--- src/logic/annp_pkg.sv ---
// Constants, field positions and types of the next page register bank.
// Assumes a 100 MHz clock and a clause 22 style management frame.
package annp_pkg;

  // Register offsets on the management bus
  localparam logic [4:0] ANNP_OFS_EXPANSION = 5'h06;
  localparam logic [4:0] ANNP_OFS_NP_TX = 5'h07;
  localparam logic [4:0] ANNP_OFS_NP_RX = 5'h08;
  localparam logic [4:0] ANNP_OFS_MS_CTRL = 5'h09;

  // Reset values
  localparam logic [15:0] ANNP_NP_TX_RESET = 16'h2001;
  localparam logic [15:0] ANNP_NP_RX_RESET = 16'h0000;
  localparam logic [15:0] ANNP_MS_CTRL_RESET = 16'h0200;

  // Next page word fields, same layout for both directions
  localparam int ANNP_NP_MORE_BIT = 15;
  localparam int ANNP_NP_ACK_BIT = 14;
  localparam int ANNP_NP_MSG_BIT = 13;
  localparam int ANNP_NP_COMPLY_BIT = 12;
  localparam int ANNP_TX_SYNC_TOGGLE_BIT = 11;
  localparam int ANNP_TX_CODE_FIELD_HI = 10;
  localparam logic [15:0] ANNP_NP_TX_WR_MASK = 16'hb7ff;

  // Master/slave control fields
  localparam int ANNP_MS_TEST_HI = 15;
  localparam int ANNP_MS_TEST_LO = 13;
  localparam logic [2:0] ANNP_TEST_RSVD_6 = 3'h6;
  localparam logic [2:0] ANNP_TEST_RSVD_7 = 3'h7;
  localparam logic [2:0] ANNP_TEST_NORMAL = 3'h0;
  localparam int ANNP_MS_MANUAL_BIT = 12;
  localparam int ANNP_MS_MASTER_BIT = 11;
  localparam int ANNP_MS_ADV1000_BIT = 9;
  localparam logic [1:0] ANNP_STRAP_WAIT = 2'h3;

  // Expansion register fields
  localparam int ANNP_EXP_LOC_ABLE_BIT = 6;
  localparam int ANNP_EXP_LOC_BIT = 5;
  localparam int ANNP_EXP_LP_NP_BIT = 3;
  localparam int ANNP_EXP_NP_ABLE_BIT = 2;
  localparam int ANNP_EXP_ARRIVED_BIT = 1;
  localparam int ANNP_EXP_LP_AN_BIT = 0;

  // Management frame
  localparam logic [5:0] ANNP_PREAMBLE_ONES = 6'h20;
  localparam logic [5:0] ANNP_HDR_LAST = 6'h0c;
  localparam logic [5:0] ANNP_DATA_LAST = 6'h0f;
  localparam logic [1:0] ANNP_OP_READ = 2'h2;
  localparam logic [1:0] ANNP_OP_WRITE = 2'h1;

  // Pin synchroniser width: mdc, mdio, phy address, three straps
  localparam int ANNP_SYNC_W = 10;

  typedef enum logic [4:0] {
    ANNP_S_PRE = 5'h01,
    ANNP_S_HDR = 5'h02,
    ANNP_S_TA = 5'h04,
    ANNP_S_WDATA = 5'h08,
    ANNP_S_RDATA = 5'h10
  } annp_mdio_state_e;

endpackage

--- src/logic/annp_pin_if.sv ---
// Synchronised pin levels passed from the pin synchroniser to the core.
// Assumes both ends run on the one system clock.
`timescale 1ns/100ps
interface annp_pin_if;
  logic mdc_rise;
  logic mdio_bit;
  logic [4:0] phy_addr;
  logic strap_manual;
  logic strap_master;
  logic strap_adv1000;

  modport sync (
    output mdc_rise,
    output mdio_bit,
    output phy_addr,
    output strap_manual,
    output strap_master,
    output strap_adv1000
  );

  modport core (
    input mdc_rise,
    input mdio_bit,
    input phy_addr,
    input strap_manual,
    input strap_master,
    input strap_adv1000
  );
endinterface

--- src/logic/annp_pin_sync.sv ---
// Two-flop synchronisers for all external pins plus the mdc rising edge.
// Assumes pins are asynchronous to clock; edge detect uses the second stage.
`timescale 1ns/100ps
module annp_pin_sync
  import annp_pkg::*;
(
  input wire logic clock,
  input wire logic rst,
  input wire logic mdc,
  input wire logic mdio_i,
  input wire logic [4:0] phy_addr_pin,
  input wire logic strap_manual_ms,
  input wire logic strap_master,
  input wire logic strap_adv_1000,
  annp_pin_if.sync pins
);

  logic [ANNP_SYNC_W-1:0] raw;
  logic [ANNP_SYNC_W-1:0] meta_q;
  logic [ANNP_SYNC_W-1:0] sync_q;
  logic mdc_prev_q;

  assign raw = {strap_adv_1000, strap_master, strap_manual_ms, phy_addr_pin, mdio_i, mdc};

  for (genvar i = 0; i < ANNP_SYNC_W; i++) begin : g_sync
    always_ff @(posedge clock) begin
      if (rst) begin
        meta_q[i] <= 1'b0;
        sync_q[i] <= 1'b0;
      end else begin
        meta_q[i] <= raw[i];
        sync_q[i] <= meta_q[i];
      end
    end
  end

  always_ff @(posedge clock) begin
    if (rst) begin
      mdc_prev_q <= 1'b0;
    end else begin
      mdc_prev_q <= sync_q[0];
    end
  end

  assign pins.mdc_rise = sync_q[0] & ~mdc_prev_q;
  assign pins.mdio_bit = sync_q[1];
  assign pins.phy_addr = sync_q[6:2];
  assign pins.strap_manual = sync_q[7];
  assign pins.strap_master = sync_q[8];
  assign pins.strap_adv1000 = sync_q[9];

endmodule

--- src/logic/annp_next_page_regs.sv ---
// Next page register bank with its management frame slave.
// Assumes the arbitration logic runs on clock and pulses its strobes.
//
// Function
// - Transmit bit 15 writable; set means more next pages follow.
// - Transmit bit 13 writable, resets 1; set means message page.
// - Transmit bit 12 writable, resets 0; local device can comply.
// - Transmit bit 11 read only, inverse of previous exchanged toggle.
// - Transmit bits 10:0 writable eleven bit code, resets to 1.
// - Message flag clear means code bits are unformatted page content.
// - Transmit register at 0x0007, resets 0x2001, bit 14 reads zero.
// - Received register at 0x0008, resets zero, read only.
// - Received bit 15 shows partner sends further next pages.
// - Received bit 13 shows partner message or unformatted page.
// - Received bit 12 shows partner can comply with message.
// - Received bit 11 carries partner toggle value.
// - Received bits 10:0 hold partner eleven bit code.
// - Master/slave control at 0x0009, reset 0x0200 adjusted by straps.
// - Control bits 15:13 writable test select, reset 0; 110, 111 reserved.
// - Received next pages stored at 0x0008, not base page register.
// - Page arrived flag latches high until software reads it.
`timescale 1ns/100ps
module annp_next_page_regs
  import annp_pkg::*;
(
  input wire logic clock,
  input wire logic rst,
  input wire logic mdc,
  input wire logic mdio_i,
  output logic mdio_o,
  output logic mdio_oe,
  input wire logic [4:0] phy_addr_pin,
  input wire logic strap_manual_ms,
  input wire logic strap_master,
  input wire logic strap_adv_1000,
  input wire logic arb_page_strobe,
  input wire logic arb_page_is_next,
  input wire logic [15:0] arb_page_word,
  input wire logic arb_toggle_load,
  input wire logic arb_toggle_prev,
  input wire logic arb_lp_np_able,
  input wire logic arb_lp_an_able,
  output logic [15:0] tx_page_word,
  output logic tx_page_loaded,
  output logic tx_page_unformatted,
  output logic rx_page_unformatted,
  output logic [2:0] transmitter_test_select,
  output logic page_arrived_latch
);

  annp_pin_if pins();

  annp_pin_sync u_sync (
    .clock(clock),
    .rst(rst),
    .mdc(mdc),
    .mdio_i(mdio_i),
    .phy_addr_pin(phy_addr_pin),
    .strap_manual_ms(strap_manual_ms),
    .strap_master(strap_master),
    .strap_adv_1000(strap_adv_1000),
    .pins(pins)
  );

  // Frame engine state
  annp_mdio_state_e state_q, state_d;
  logic [5:0] cnt_q, cnt_d;
  logic [11:0] hdr_q, hdr_d;
  logic [1:0] op_q, op_d;
  logic [4:0] reg_q, reg_d;
  logic [15:0] shift_q, shift_d;
  logic mdio_o_q, mdio_o_d;
  logic mdio_oe_q, mdio_oe_d;
  logic wr_fire;
  logic rd_take;

  // Register state
  logic [15:0] np_tx_q;
  logic toggle_q;
  logic [15:0] np_rx_q;
  logic [15:0] ms_ctrl_q;
  logic arrived_q;
  logic [1:0] strap_wait_q;
  logic strap_done_q;
  logic loaded_q;
  logic [2:0] test_sel_q;

  // Frame decode
  wire tick = pins.mdc_rise;
  wire bit_in = pins.mdio_bit;
  wire [12:0] hdr_full = {hdr_q, bit_in};
  wire hdr_start_ok = hdr_full[12];
  wire [1:0] hdr_op = hdr_full[11:10];
  wire [4:0] hdr_phy = hdr_full[9:5];
  wire [4:0] hdr_reg = hdr_full[4:0];
  wire hdr_op_ok = (hdr_op == ANNP_OP_READ) || (hdr_op == ANNP_OP_WRITE);
  wire hdr_accept = hdr_start_ok && hdr_op_ok && (hdr_phy == pins.phy_addr);
  wire is_read = (op_q == ANNP_OP_READ);
  wire preamble_full = (cnt_q == ANNP_PREAMBLE_ONES);
  wire [15:0] wr_data = {shift_q[14:0], bit_in};

  // Address decode
  wire sel_exp = (reg_q == ANNP_OFS_EXPANSION);
  wire sel_np_tx = (reg_q == ANNP_OFS_NP_TX);
  wire sel_np_rx = (reg_q == ANNP_OFS_NP_RX);
  wire sel_ms = (reg_q == ANNP_OFS_MS_CTRL);

  // Register views
  wire [15:0] np_tx_view = {np_tx_q[15], 1'b0, np_tx_q[13:12], toggle_q, np_tx_q[10:0]};
  wire [15:0] exp_view = (16'h0001 << ANNP_EXP_LOC_ABLE_BIT)
                       | (16'h0001 << ANNP_EXP_LOC_BIT)
                       | (16'h0001 << ANNP_EXP_NP_ABLE_BIT)
                       | ({15'h0000, arb_lp_np_able} << ANNP_EXP_LP_NP_BIT)
                       | ({15'h0000, arrived_q} << ANNP_EXP_ARRIVED_BIT)
                       | ({15'h0000, arb_lp_an_able} << ANNP_EXP_LP_AN_BIT);

  // Read mux; unmapped offsets read zero
  wire [15:0] rd_word = sel_exp ? exp_view :
                        sel_np_tx ? np_tx_view :
                        sel_np_rx ? np_rx_q :
                        sel_ms ? ms_ctrl_q : 16'h0000;

  // Write strobes
  wire wr_np_tx = wr_fire && sel_np_tx;
  wire wr_ms = wr_fire && sel_ms;
  wire clr_arrived = rd_take && sel_exp;
  wire rx_next_store = arb_page_strobe && arb_page_is_next;

  // Strap merge into the control word
  wire [15:0] strap_word = (ANNP_MS_CTRL_RESET
                           & ~(16'h0001 << ANNP_MS_MANUAL_BIT)
                           & ~(16'h0001 << ANNP_MS_MASTER_BIT)
                           & ~(16'h0001 << ANNP_MS_ADV1000_BIT))
                         | ({15'h0000, pins.strap_manual} << ANNP_MS_MANUAL_BIT)
                         | ({15'h0000, pins.strap_master} << ANNP_MS_MASTER_BIT)
                         | ({15'h0000, pins.strap_adv1000} << ANNP_MS_ADV1000_BIT);
  wire strap_apply = ~strap_done_q && (strap_wait_q == ANNP_STRAP_WAIT);

  // Test select with reserved codes held at normal operation
  wire [2:0] test_field = ms_ctrl_q[ANNP_MS_TEST_HI:ANNP_MS_TEST_LO];
  wire test_reserved = (test_field == ANNP_TEST_RSVD_6) || (test_field == ANNP_TEST_RSVD_7);
  wire [2:0] test_sel_d = test_reserved ? ANNP_TEST_NORMAL : test_field;

  // Frame sequencing
  always_comb begin
    state_d = state_q;
    cnt_d = cnt_q;
    hdr_d = hdr_q;
    op_d = op_q;
    reg_d = reg_q;
    shift_d = shift_q;
    mdio_o_d = mdio_o_q;
    mdio_oe_d = mdio_oe_q;
    wr_fire = 1'b0;
    rd_take = 1'b0;
    if (tick) begin
      case (state_q)
        ANNP_S_PRE: begin
          if (bit_in) begin
            cnt_d = preamble_full ? cnt_q : cnt_q + 6'h01;
          end else if (preamble_full) begin
            state_d = ANNP_S_HDR;
            cnt_d = 6'h00;
          end else begin
            cnt_d = 6'h00;
          end
        end
        ANNP_S_HDR: begin
          hdr_d = hdr_full[11:0];
          cnt_d = cnt_q + 6'h01;
          if (cnt_q == ANNP_HDR_LAST) begin
            cnt_d = 6'h00;
            op_d = hdr_op;
            reg_d = hdr_reg;
            state_d = hdr_accept ? ANNP_S_TA : ANNP_S_PRE;
          end
        end
        ANNP_S_TA: begin
          cnt_d = cnt_q + 6'h01;
          if (cnt_q == 6'h00) begin
            if (is_read) begin
              mdio_oe_d = 1'b1;
              mdio_o_d = 1'b0;
            end
          end else begin
            cnt_d = 6'h00;
            if (is_read) begin
              rd_take = 1'b1;
              shift_d = {rd_word[14:0], 1'b0};
              mdio_o_d = rd_word[15];
              state_d = ANNP_S_RDATA;
            end else begin
              state_d = ANNP_S_WDATA;
            end
          end
        end
        ANNP_S_RDATA: begin
          cnt_d = cnt_q + 6'h01;
          if (cnt_q == ANNP_DATA_LAST) begin
            cnt_d = 6'h00;
            mdio_oe_d = 1'b0;
            mdio_o_d = 1'b0;
            state_d = ANNP_S_PRE;
          end else begin
            mdio_o_d = shift_q[15];
            shift_d = {shift_q[14:0], 1'b0};
          end
        end
        ANNP_S_WDATA: begin
          cnt_d = cnt_q + 6'h01;
          shift_d = wr_data;
          if (cnt_q == ANNP_DATA_LAST) begin
            cnt_d = 6'h00;
            wr_fire = 1'b1;
            state_d = ANNP_S_PRE;
          end
        end
        default: begin
          state_d = ANNP_S_PRE;
          cnt_d = 6'h00;
          mdio_oe_d = 1'b0;
        end
      endcase
    end
  end

  always_ff @(posedge clock) begin
    if (rst) begin
      state_q <= ANNP_S_PRE;
      cnt_q <= 6'h00;
      hdr_q <= 12'h000;
      op_q <= 2'h0;
      reg_q <= 5'h00;
      shift_q <= 16'h0000;
      mdio_o_q <= 1'b0;
      mdio_oe_q <= 1'b0;
    end else begin
      state_q <= state_d;
      cnt_q <= cnt_d;
      hdr_q <= hdr_d;
      op_q <= op_d;
      reg_q <= reg_d;
      shift_q <= shift_d;
      mdio_o_q <= mdio_o_d;
      mdio_oe_q <= mdio_oe_d;
    end
  end

  // Local next page word; reserved bit and toggle never stored here
  always_ff @(posedge clock) begin
    if (rst) begin
      np_tx_q <= ANNP_NP_TX_RESET & ANNP_NP_TX_WR_MASK;
    end else if (wr_np_tx) begin
      np_tx_q <= wr_data & ANNP_NP_TX_WR_MASK;
    end
  end

  // Toggle follows the arbitration, inverted from the last exchanged word
  always_ff @(posedge clock) begin
    if (rst) begin
      toggle_q <= 1'b0;
    end else if (arb_toggle_load) begin
      toggle_q <= ~arb_toggle_prev;
    end
  end

  // Partner next page capture; base pages only raise the arrival flag
  always_ff @(posedge clock) begin
    if (rst) begin
      np_rx_q <= ANNP_NP_RX_RESET;
    end else if (rx_next_store) begin
      np_rx_q <= arb_page_word;
    end
  end

  // Arrival flag: a new page wins over the clearing read
  always_ff @(posedge clock) begin
    if (rst) begin
      arrived_q <= 1'b0;
    end else if (arb_page_strobe) begin
      arrived_q <= 1'b1;
    end else if (clr_arrived) begin
      arrived_q <= 1'b0;
    end
  end

  // Straps settle through the synchroniser before they are taken
  always_ff @(posedge clock) begin
    if (rst) begin
      strap_wait_q <= 2'h0;
      strap_done_q <= 1'b0;
    end else if (~strap_done_q) begin
      strap_wait_q <= strap_wait_q + 2'h1;
      strap_done_q <= strap_apply;
    end
  end

  always_ff @(posedge clock) begin
    if (rst) begin
      ms_ctrl_q <= ANNP_MS_CTRL_RESET;
    end else if (wr_ms) begin
      ms_ctrl_q <= wr_data;
    end else if (strap_apply) begin
      ms_ctrl_q <= strap_word;
    end
  end

  always_ff @(posedge clock) begin
    if (rst) begin
      test_sel_q <= ANNP_TEST_NORMAL;
      loaded_q <= 1'b0;
    end else begin
      test_sel_q <= test_sel_d;
      loaded_q <= wr_np_tx;
    end
  end

  assign mdio_o = mdio_o_q;
  assign mdio_oe = mdio_oe_q;
  assign tx_page_word = np_tx_view;
  assign tx_page_loaded = loaded_q;
  assign tx_page_unformatted = ~np_tx_q[ANNP_NP_MSG_BIT];
  assign rx_page_unformatted = ~np_rx_q[ANNP_NP_MSG_BIT];
  assign transmitter_test_select = test_sel_q;
  assign page_arrived_latch = arrived_q;

endmodule

--- config.mk ---
export PLATFORM = sky130hd
export DESIGN_NAME = annp_next_page_regs
export DESIGN_NICKNAME = d
export VERILOG_FILES = /design/src/logic/annp_pkg.sv /design/src/logic/annp_pin_if.sv /design/src/logic/annp_pin_sync.sv /design/src/logic/annp_next_page_regs.sv
export SDC_FILE = /design/constraint.sdc
export NUM_CORES = 1
export LEC_CHECK = 0
export BUFFER_PORTS_ARGS = -buffer_cell sky130_fd_sc_hd__buf_2
export CORE_UTILIZATION = 36
export DETAILED_ROUTE_END_ITERATION = 8
export GPL_TIMING_DRIVEN = 0
export SLEW_MARGIN = 20
export SYNTH_ARGS = -nofsm -noshare
export SYNTH_HDL_FRONTEND = slang
export SYNTH_SLANG_ARGS = --single-unit
--- constraint.sdc ---
create_clock -name clock -period 6 [get_ports clock]
set_clock_uncertainty 0.05 [all_clocks]
set_input_delay 0.6 -clock clock [delete_from_list [all_inputs] [get_ports clock]]
set_output_delay 0.6 -clock clock [all_outputs]
set_load 0.1 [all_outputs]
==> qor.txt, run 1 <==
Min-delay worst type: in2reg
Seq pwr share: 44.4%
Min cycle time layout: 2850 ps
GRT Util Overall: 20.7%
#FFs+latches synth: 124
Vias in the first global route: 4443
Top FF cell, synth: dfxtp_1
Final Max Slew Viols: 0
CP Data Required Time: 6260 ps
RR Startpoint: reg_q[1]
CTS tree: yes
Routed Antenna Nets: 0
Number of synthesized flops with an enable pin: 0
CORE AREA: 14000 um2
Syn Area/Cell: 8.43 um2
Worst-path clk slew: 60 ps
Antenna cells: 0
Clk sinks: 124
Power per Cell Area: 304 nW/um2
Asr flop ratio synth: 0%
Syn-to-layout area delta: 20.6%
Clk network pwr share: 51.3%
Post-Synthesis Cells: 621
Num CTS Buffers: 17
Final WL: 14700 um
Crit end category: register
Hold Path Sink: toggle_q
P_sw: 0.455 mW
IO Port Bufs: 56
Startpoint types: register
Die Wd: 123 um
Max IR drop VDD: 190 uV
P_leak: 2.39 nW
CP Data Arrival Time: 3110 ps
Register area share after synthesis: 47.4%
Combinational Power Share: 4.4%
Hold path start: arb_toggle_prev
Number of cells upsized or downsized after cts: 0
Die Y: 123 um
# setup viols final: 0
Least-Margin Pin Slew: 858 ps
Clock Latency Late Sink: 420 ps
Largest net degree at the start of global routing: 17
Grt ovf: 0
Initial Utilization: 37.3%
Final-report hold violation count: 0
Reg2reg setup slack: 3150 ps
Synth top area share: 47.4%
Post-route cell area: 6310 um2
Synth cell count leaders: 124 x dfxtp_1, 97 x nand2_1, 73 x a21oi_1
Area contributors post-synth: dfxtp_1 47%, a21oi_1 7.0%, nand2_1 7.0%
Initial antenna violation count: 0
Library cells used by synthesis: 55
Starting DRC count in detailed routing: 375
Most frequent cell after synthesis: dfxtp_1
Yosys top cell by area: dfxtp_1
Crit share post-route: 47.5%
Hold depth: 2
Rel. slew slack: 42.8%
Synth Cell Area: 5230 um2
Synth Net Count: 658
Reg2reg end: ms_ctrl_q[9]
RSZ-0062 raised after global routing: no
Vias: 4739
Post-route DRC: 0
Max-Cap Viols: 0
Post-DR wirelength/cell: 16.5 um
Setup_tns: 0 ps
CTS root buf: clkbuf_16
Drt pass-1 iters: 5
Outcome: complete, no violations
Ys Warns: 0
Vias/cell: 5.33
I/O Pins: 59
Placed inst area: 5740 um2
Sw Ratio: 23.7%
Depth of the worst register-to-register path: 8
Pint: 1.46 mW
Clock Path Buffers: 2
First-pass GRT wire length: 23300 um
Hold_buf cts: 0
Post-CTS setup buffers: 0
GP Congestion: 0.886
Share of layout cells above drive strength 1: 14.2%
Die footprint: 15000 um2
H-tree levels: 4
CP Class: reg2reg
HPWL after DPL: 10700 um
Site Rows: 43
CP Max Fanout: 10
FMAX: 351 MHz
Nets: 733
-- stage by stage --
stage	std cells	hold WS (ps)	total power, mW	util, %	setup slack, ps
finish	889	314	1.92	44.9	3150
global route	889	318	1.98	44.9	2910
CTS	889	294	1.94	44.9	3210
detailed placement	857	375	0.953	40.9	3230
global placement	857	366	0.951	40.9	3180
floorplan	621	364	0.922	-	3710
-- per-layer routing --
metal / track usage (%) / part of all wire (%)
met1: 27.8 / 46
met2: 30.6 / 44
met3: 5.25 / 7.0
met4: 10.6 / 3.0
met5: 0 / 0
-- cells in the final DEF (no fill, tap or decap), types with 3 or more instances in the layout --
cell type | synthesis | final
buf_1 | 5 | 5
ha_1 | 3 | 3
nor2b_1 | 27 | 27
a221oi_1 | 15 | 15
o21ai_0 | 5 | 5
buf_2 | 7 | 63
or3_1 | 9 | 9
xnor2_1 | 6 | 6
mux2i_1 | 22 | 22
and3_1 | 3 | 3
nand2_1 | 97 | 97
a221o_1 | 4 | 4
dfxtp_1 | 124 | 124
or4_1 | 12 | 12
and2_1 | 4 | 4
nor3b_1 | 3 | 3
clkbuf_1 | 33 | 34
inv_1 | 12 | 12
o22ai_1 | 4 | 4
nand4_1 | 9 | 9
a31oi_1 | 3 | 3
a22oi_1 | 3 | 3
nor2_1 | 54 | 54
nand2b_1 | 5 | 5
a21oi_1 | 73 | 73
nand3_1 | 25 | 25
nor3_1 | 6 | 6
clkinvlp_4 | 0 | 6
clkbuf_16 | 0 | 17
a211oi_1 | 14 | 14
-- flip-flops by register name, summed over array words and instances (netlist names), 6 cells and up --
register and flops:
ms_ctrl_q 16, np_rx_q 16, shift_q 16, np_tx_q 14, hdr_q 12, u_sync.meta_q 10
cnt_q 6
-- cell families (layout without fill, tap and decap cells) --
| kind of cell | after synthesis | count (layout) | share of synthesized area (%) |
|---|---|---|---|
| AOI/OAI and AO/OA | 134 | 134 | 16.3 |
| xor gates and xnor gates | 8 | 8 | 1.34 |
| adders and majority gates | 3 | 3 | 0.717 |
| buffers and inverters | 59 | 147 | 4.54 |
| DFF | 124 | 124 | 47.4 |
| muxes | 23 | 23 | 4.42 |
| other | 1 | 1 | 0.0717 |
| and+or+nand+nor | 269 | 269 | 25.2 |
-- worst max-delay path: stages, from the launching register on --
cell and delay [ps]:
dfxtp_1 320, nor4b_1 410, and2_1 180, clkbuf_1 400
buf_2 330, nand4_1 390, clkbuf_1 340, nor2_1 230
o21bai_1 80
-- final cells by class --
| type | count | area [um2] |
|---|---|---|
| buffer | 47 | 193 |
| clock buffer | 20 | 457 |
| clock inverter | 12 | 115 |
| fill | 1385 | 7730 |
| inverter | 12 | 45.0 |
| multi-input combinational | 438 | 2510 |
| sequential | 124 | 2480 |
| tap | 180 | 225 |
| timing repair buffer | 56 | 280 |
-- how the worst max path moves through the flow --
stage | endpoint | cells past startpoint | from
detailed placement | ms_ctrl_q[9] | 8 | reg_q[1]
finish | ms_ctrl_q[9] | 8 | reg_q[1]
global route | shift_q[9] | 9 | cnt_q[0]
CTS | ms_ctrl_q[9] | 8 | reg_q[1]
global placement | ms_ctrl_q[9] | 8 | reg_q[1]
floorplan | tx_page_unformatted | 1 | np_tx_q[13]
-- power groups by stage --
stage / clock (mW) / sequential, mW / combinational [mW]
floorplan: 0 / 0.868 / 0.0531
global placement: 0 / 0.868 / 0.0822
detailed placement: 0 / 0.869 / 0.0843
CTS: 1.00 / 0.851 / 0.0845
global route: 1.03 / 0.853 / 0.0924
finish: 0.983 / 0.851 / 0.0838
No activity file was read; power rests on OpenSTA's default activity.
==> run 2, diff against run 1 <==
- clock period: 6 -> 2.7 ns (I/O delays scaled with it)
==> run 2 against run 1 <==
Count of clock-buffer cells in the layout stayed put. Cell count grew 1.0%. Global-route usage increased by 0.070 points. Register-to-register slack lost 3000 ps. Non-clock buffer count is 9 higher. Flip-flop and latch count unchanged. Critical endpoint is now shift_q[15]. Clock power rose by 120%. Worst hold slack lost 300 ps. Largest power group unchanged. Fmax grew 12%.
==> qor.txt, run 2 (synthesized netlist as in run 1, its figures left out) <==
Outcome: complete, no violations
Die Wd: 123 um (unchanged)
Post-Place Worst Slack: -69.6 ps (-3300 ps)
FMAX: 394 MHz (+12%)
Syn-to-layout area delta: 22.8%
CTS root buf: clkbuf_16
Initial antenna violation count: 0 (unchanged)
RSZ-0062 raised after global routing: yes
Post-route DRC: 0 (unchanged)
Drt pass-1 iters: 5 (unchanged)
Least-Margin Pin Slew: 857 ps (-0.615 ps)
IO Port Bufs: 56 (unchanged)
Startpoint types: register
Routed Antenna Nets: 0 (unchanged)
Top Registers: ms_ctrl_q x16, np_rx_q x16, shift_q x16
HPWL after DPL: 10700 um (unchanged)
Clock Path Buffers: 2 (unchanged)
GP Congestion: 0.886 (unchanged)
Final-report hold violation count: 0 (unchanged)
Die footprint: 15000 um2 (unchanged)
P_leak: 2.44 nW (+2.3%)
Starting DRC count in detailed routing: 428 (+14%)
Max IR drop VDD: 422 uV (+120%)
CP Max Fanout: 10 (unchanged)
Grt ovf: 0 (unchanged)
Most common cell after layout, fill and taps aside: dfxtp_1
Final WS setup: 160 ps (-2990 ps)
Hold depth: 2 (unchanged)
Site Rows: 43 (unchanged)
Nets: 742 (+1.2%)
Depth of the worst register-to-register path: 7 (-1)
CP Data Required Time: 2990 ps (-3270 ps)
Num CTS Buffers: 17 (unchanged)
Clk sinks: 124 (unchanged)
Rel. slew slack: 42.8% (about the same)
Final Max Slew Viols: 0 (unchanged)
Power per Cell Area: 664 nW/um2 (+120%)
CTS tree: yes
Crit share post-route: 94.1% (+47 points)
Worst-path clk slew: 50 ps (about the same)
Vias: 4787 (+1.0%)
Max-Cap Viols: 0 (unchanged)
Min cycle time layout: 2540 ps (-310 ps)
I/O Pins: 59 (unchanged)
Post-DR wirelength/cell: 16.3 um (-0.99%)
Die Y: 123 um (unchanged)
Largest net degree at the start of global routing: 17 (unchanged)
Initial Utilization: 37.3% (unchanged)
Vias in the first global route: 4454 (+0.25%)
CP Data Arrival Time: 2830 ps (-280 ps)
Setup_tns: 0 ps (unchanged)
Antenna cells: 0 (unchanged)
CP Class: reg2reg
Min-delay worst type: in2reg
Vias/cell: 5.33 (about the same)
CORE AREA: 14000 um2 (unchanged)
GRT Util Overall: 20.8% (+0.070 points)
Most frequent cells in the layout: 124 x dfxtp_1, 97 x nand2_1, 73 x a21oi_1
# setup viols final: 0 (unchanged)
Clock Latency Late Sink: 420 ps (about the same)
Share of layout cells above drive strength 1: 15.5% (+1.2 points)
H-tree levels: 4 (unchanged)
Crit end category: register
Final WL: 14700 um (about the same)
First-pass GRT wire length: 23400 um (+0.36%)
-- run 2: per-layer routing --
metal	share of wire (%)	wire, um	track usage, %	vias up
met4	3.0	438	10.6	0
met3	7.6	1120	5.25	29
met2	43	6320	30.8	174
met5	0	0	0	-
met1	46	6780	27.8	2234
li1	-	-	-	2350
-- run 2: worst paths after layout --
check / start / endpoint / slack (ps)
max: state_q[2] / shift_q[15] / 160
min: phy_addr_pin[3] / u_sync.meta_q[5] / 10
max reg2reg: state_q[2] / shift_q[15] / 160
min reg2reg: u_sync.meta_q[3] / u_sync.pins.phy_addr[1] / 390
-- run 2: report_power, final --
group	switching (mW)	internal [mW]
registers	0.0232	1.87
logic	0.123	0.0712
clock network	0.861	1.32
-- run 2: cell type report --
type | instances | area [um2]
tap | 180 | 225
inverter | 12 | 45.0
fill | 1372 | 7620
sequential | 124 | 2480
buffer | 46 | 193
clock inverter | 12 | 115
multi-input combinational | 438 | 2530
timing repair buffer | 66 | 373
clock buffer | 20 | 457
-- run 2: critical path, cell delays in order, from the launching register on --
cell      delay (ps)
dfxtp_1          390
or3_1            400
buf_2            170
nor2_1           470
buf_2            340
a221oi_1         100
or3_1            400
a21oi_1          140
-- run 2: repair_timing --
action	in CTS	in global routing
setup endpoints to repair	16	36
pin swaps	0	1
gates resized for setup	1	9
setup buffers	0	3
hold buffers	7	0
endpoints found under the hold margin	6	0
-- run 2: per-stage QoR --
stage | instance area, um2 | std cells | hold slack (ps) | util, % | power [mW]
floorplan | 5230 | 621 | 316 | - | 2.05
global placement | 5740 | 857 | 366 | 40.9 | 2.11
detailed placement | 5740 | 857 | 375 | 40.9 | 2.12
CTS | 6380 | 895 | 2.40 | 45.4 | 4.31
global route | 6420 | 898 | 5.49 | 45.8 | 4.40
finish | 6420 | 898 | 11.5 | 45.8 | 4.26
==> run 3, diff against run 2 <==
- PLACE_DENSITY_LB_ADDON: not set -> 0.25
==> run 3 against run 2 <==
Combinational power hardly changed. Clock power up 4%. Sequential share of layout area down 0.13 points. Critical endpoint is now shift_q[13]. Largest cell class unchanged. First-iteration DRC count decreased by 13%. Worst hold slack worse by 3.3 ps. Fmax increased by 0.42%. Via count increased by 1.4%. Sequential power is essentially flat.
==> qor.txt, run 3 (synthesized netlist as in run 1, its figures left out) <==
Vias in the first global route: 4529 (+1.7%)
RSZ-0062 raised after global routing: no
Crit share post-route: 93.7% (-0.39 points)
Initial antenna violation count: 0 (unchanged)
# setup viols final: 0 (unchanged)
Share of layout cells above drive strength 1: 15.8% (+0.32 points)
CORE AREA: 14000 um2 (unchanged)
Nets: 741 (-0.13%)
Routed Antenna Nets: 0 (unchanged)
Post-route DRC: 0 (unchanged)
P_leak: 2.46 nW (+0.85%)
GRT Util Overall: 20.9% (+0.062 points)
Die Y: 123 um (unchanged)
Dpl cells: 857 (unchanged)
Worst-path clk slew: 60 ps (about the same)
I/O Pins: 59 (unchanged)
Final WL: 14800 um (+0.73%)
Drt pass-1 iters: 5 (unchanged)
Hold depth: 2 (unchanged)
First-pass GRT wire length: 23600 um (+0.94%)
Clock Latency Late Sink: 430 ps (about the same)
Max IR drop VDD: 412 uV (-2.3%)
Final Max Slew Viols: 0 (unchanged)
Startpoint types: register
Depth of the worst register-to-register path: 6 (-1)
Post-Place Worst Slack: -159 ps (-89.2 ps)
RR Startpoint: state_q[2]
Antenna cells: 0 (unchanged)
Die Wd: 123 um (unchanged)
Site Rows: 43 (unchanged)
Least-Margin Pin Slew: 796 ps (-61.6 ps)
Hold Path Sink: u_sync.meta_q[6]
Reg2reg end: shift_q[13]
Min cycle time layout: 2530 ps (-10.7 ps)
Initial Utilization: 37.3% (unchanged)
GP Congestion: 0.864 (-2.6%)
IO Port Bufs: 56 (unchanged)
CTS tree: yes
Most frequent cells in the layout: 124 x dfxtp_1, 97 x nand2_1, 73 x a21oi_1
Outcome: complete, no violations
HPWL after DPL: 10700 um (+0.72%)
Grt ovf: 0 (unchanged)
Max-Cap Viols: 0 (unchanged)
CP Data Required Time: 3000 ps (about the same)
CP Data Arrival Time: 2830 ps (about the same)
Crit end category: register
CP Class: reg2reg
Most common cell after layout, fill and taps aside: dfxtp_1
Final-report hold violation count: 0 (unchanged)
Die footprint: 15000 um2 (unchanged)
FMAX: 395 MHz (+0.42%)
Setup_tns: 0 ps (unchanged)
Finished Layout Cells: 896 (-0.22%)
Top Registers: ms_ctrl_q x16, np_rx_q x16, shift_q x16
Hold path start: phy_addr_pin[4]
Largest net degree at the start of global routing: 17 (unchanged)
Starting DRC count in detailed routing: 373 (-13%)
Min-delay worst type: in2reg
CTS root buf: clkbuf_16
CP Max Fanout: 8 (-2)
Final WS setup: 171 ps (+10.6 ps)
Syn-to-layout area delta: 23.2%
Post-DR wirelength/cell: 16.5 um (+0.95%)
Reg2reg setup slack: 170 ps (about the same)
Clock Path Buffers: 2 (unchanged)
Clk sinks: 124 (unchanged)
Power per Cell Area: 675 nW/um2 (+1.7%)
H-tree levels: 4 (unchanged)
Num CTS Buffers: 17 (unchanged)
Rel. slew slack: 47.0% (+4.1 points)
Vias: 4854 (+1.4%)
Vias/cell: 5.42 (+1.6%)
-- run 3: worst max path at each step --
stage | startpoint | to | cells past startpoint
3_5_place_dp | reg_q[1] | ms_ctrl_q[9] | 8
2_1_floorplan | state_q[2] | cnt_q[3] | 7
6_report | state_q[2] | shift_q[13] | 6
3_3_place_gp | reg_q[1] | ms_ctrl_q[9] | 8
4_1_cts | cnt_q[0] | shift_q[1] | 9
5_1_grt | reg_q[4] | np_tx_q[15] | 8
-- run 3: area by class of cell --
type                            instances  area [um2]
Clock inverter                         12         140
Clock buffer                           19         453
Timing Repair Buffer                   64         353
Tap cell                              180         225
Multi-Input combinational cell        438        2550
Sequential cell                       124        2480
Fill cell                            1421        7600
Inverter                               12        45.0
Buffer                                 47         196
-- run 3: stage by stage --
step,instance area (um2),total power [mW],utilization [%],hold slack (ps)
5_1_grt,6450,4.48,45.9,14.9
2_1_floorplan,5230,2.05,-,316
6_report,6450,4.35,45.9,8.20
3_5_place_dp,5740,2.12,40.9,374
3_3_place_gp,5740,2.11,40.9,366
4_1_cts,6390,4.37,45.5,8.66
-- run 3: worst max-delay path, stage by stage, from the launching register on --
cell	delay, ps
dfxtp_1	400
or3_1	400
buf_2	160
o22ai_1	620
a221oi_1	220
or4_1	460
a21oi_1	130
-- run 3: what timing repair did --
action	in CTS	in global routing
resized for setup	3	8
endpoints found under the hold margin	4	0
cloned	0	0
buffers inserted	0	3
hold buffers	5	0
endpoints found under the setup margin	20	37
pin swaps	0	1
-- run 3: where the power goes --
group	switching [mW]	leakage, nW	internal, mW
clock	0.861	0.282	1.41
sequential	0.0237	1.01	1.87
combinational	0.123	1.17	0.0698
-- run 3: routing by layer --
layer	share of wire [%]	global-route usage (%)
met5	0	0
met2	44	31.5
met1	47	28.5
met4	2.0	8.61
met3	7.5	4.79
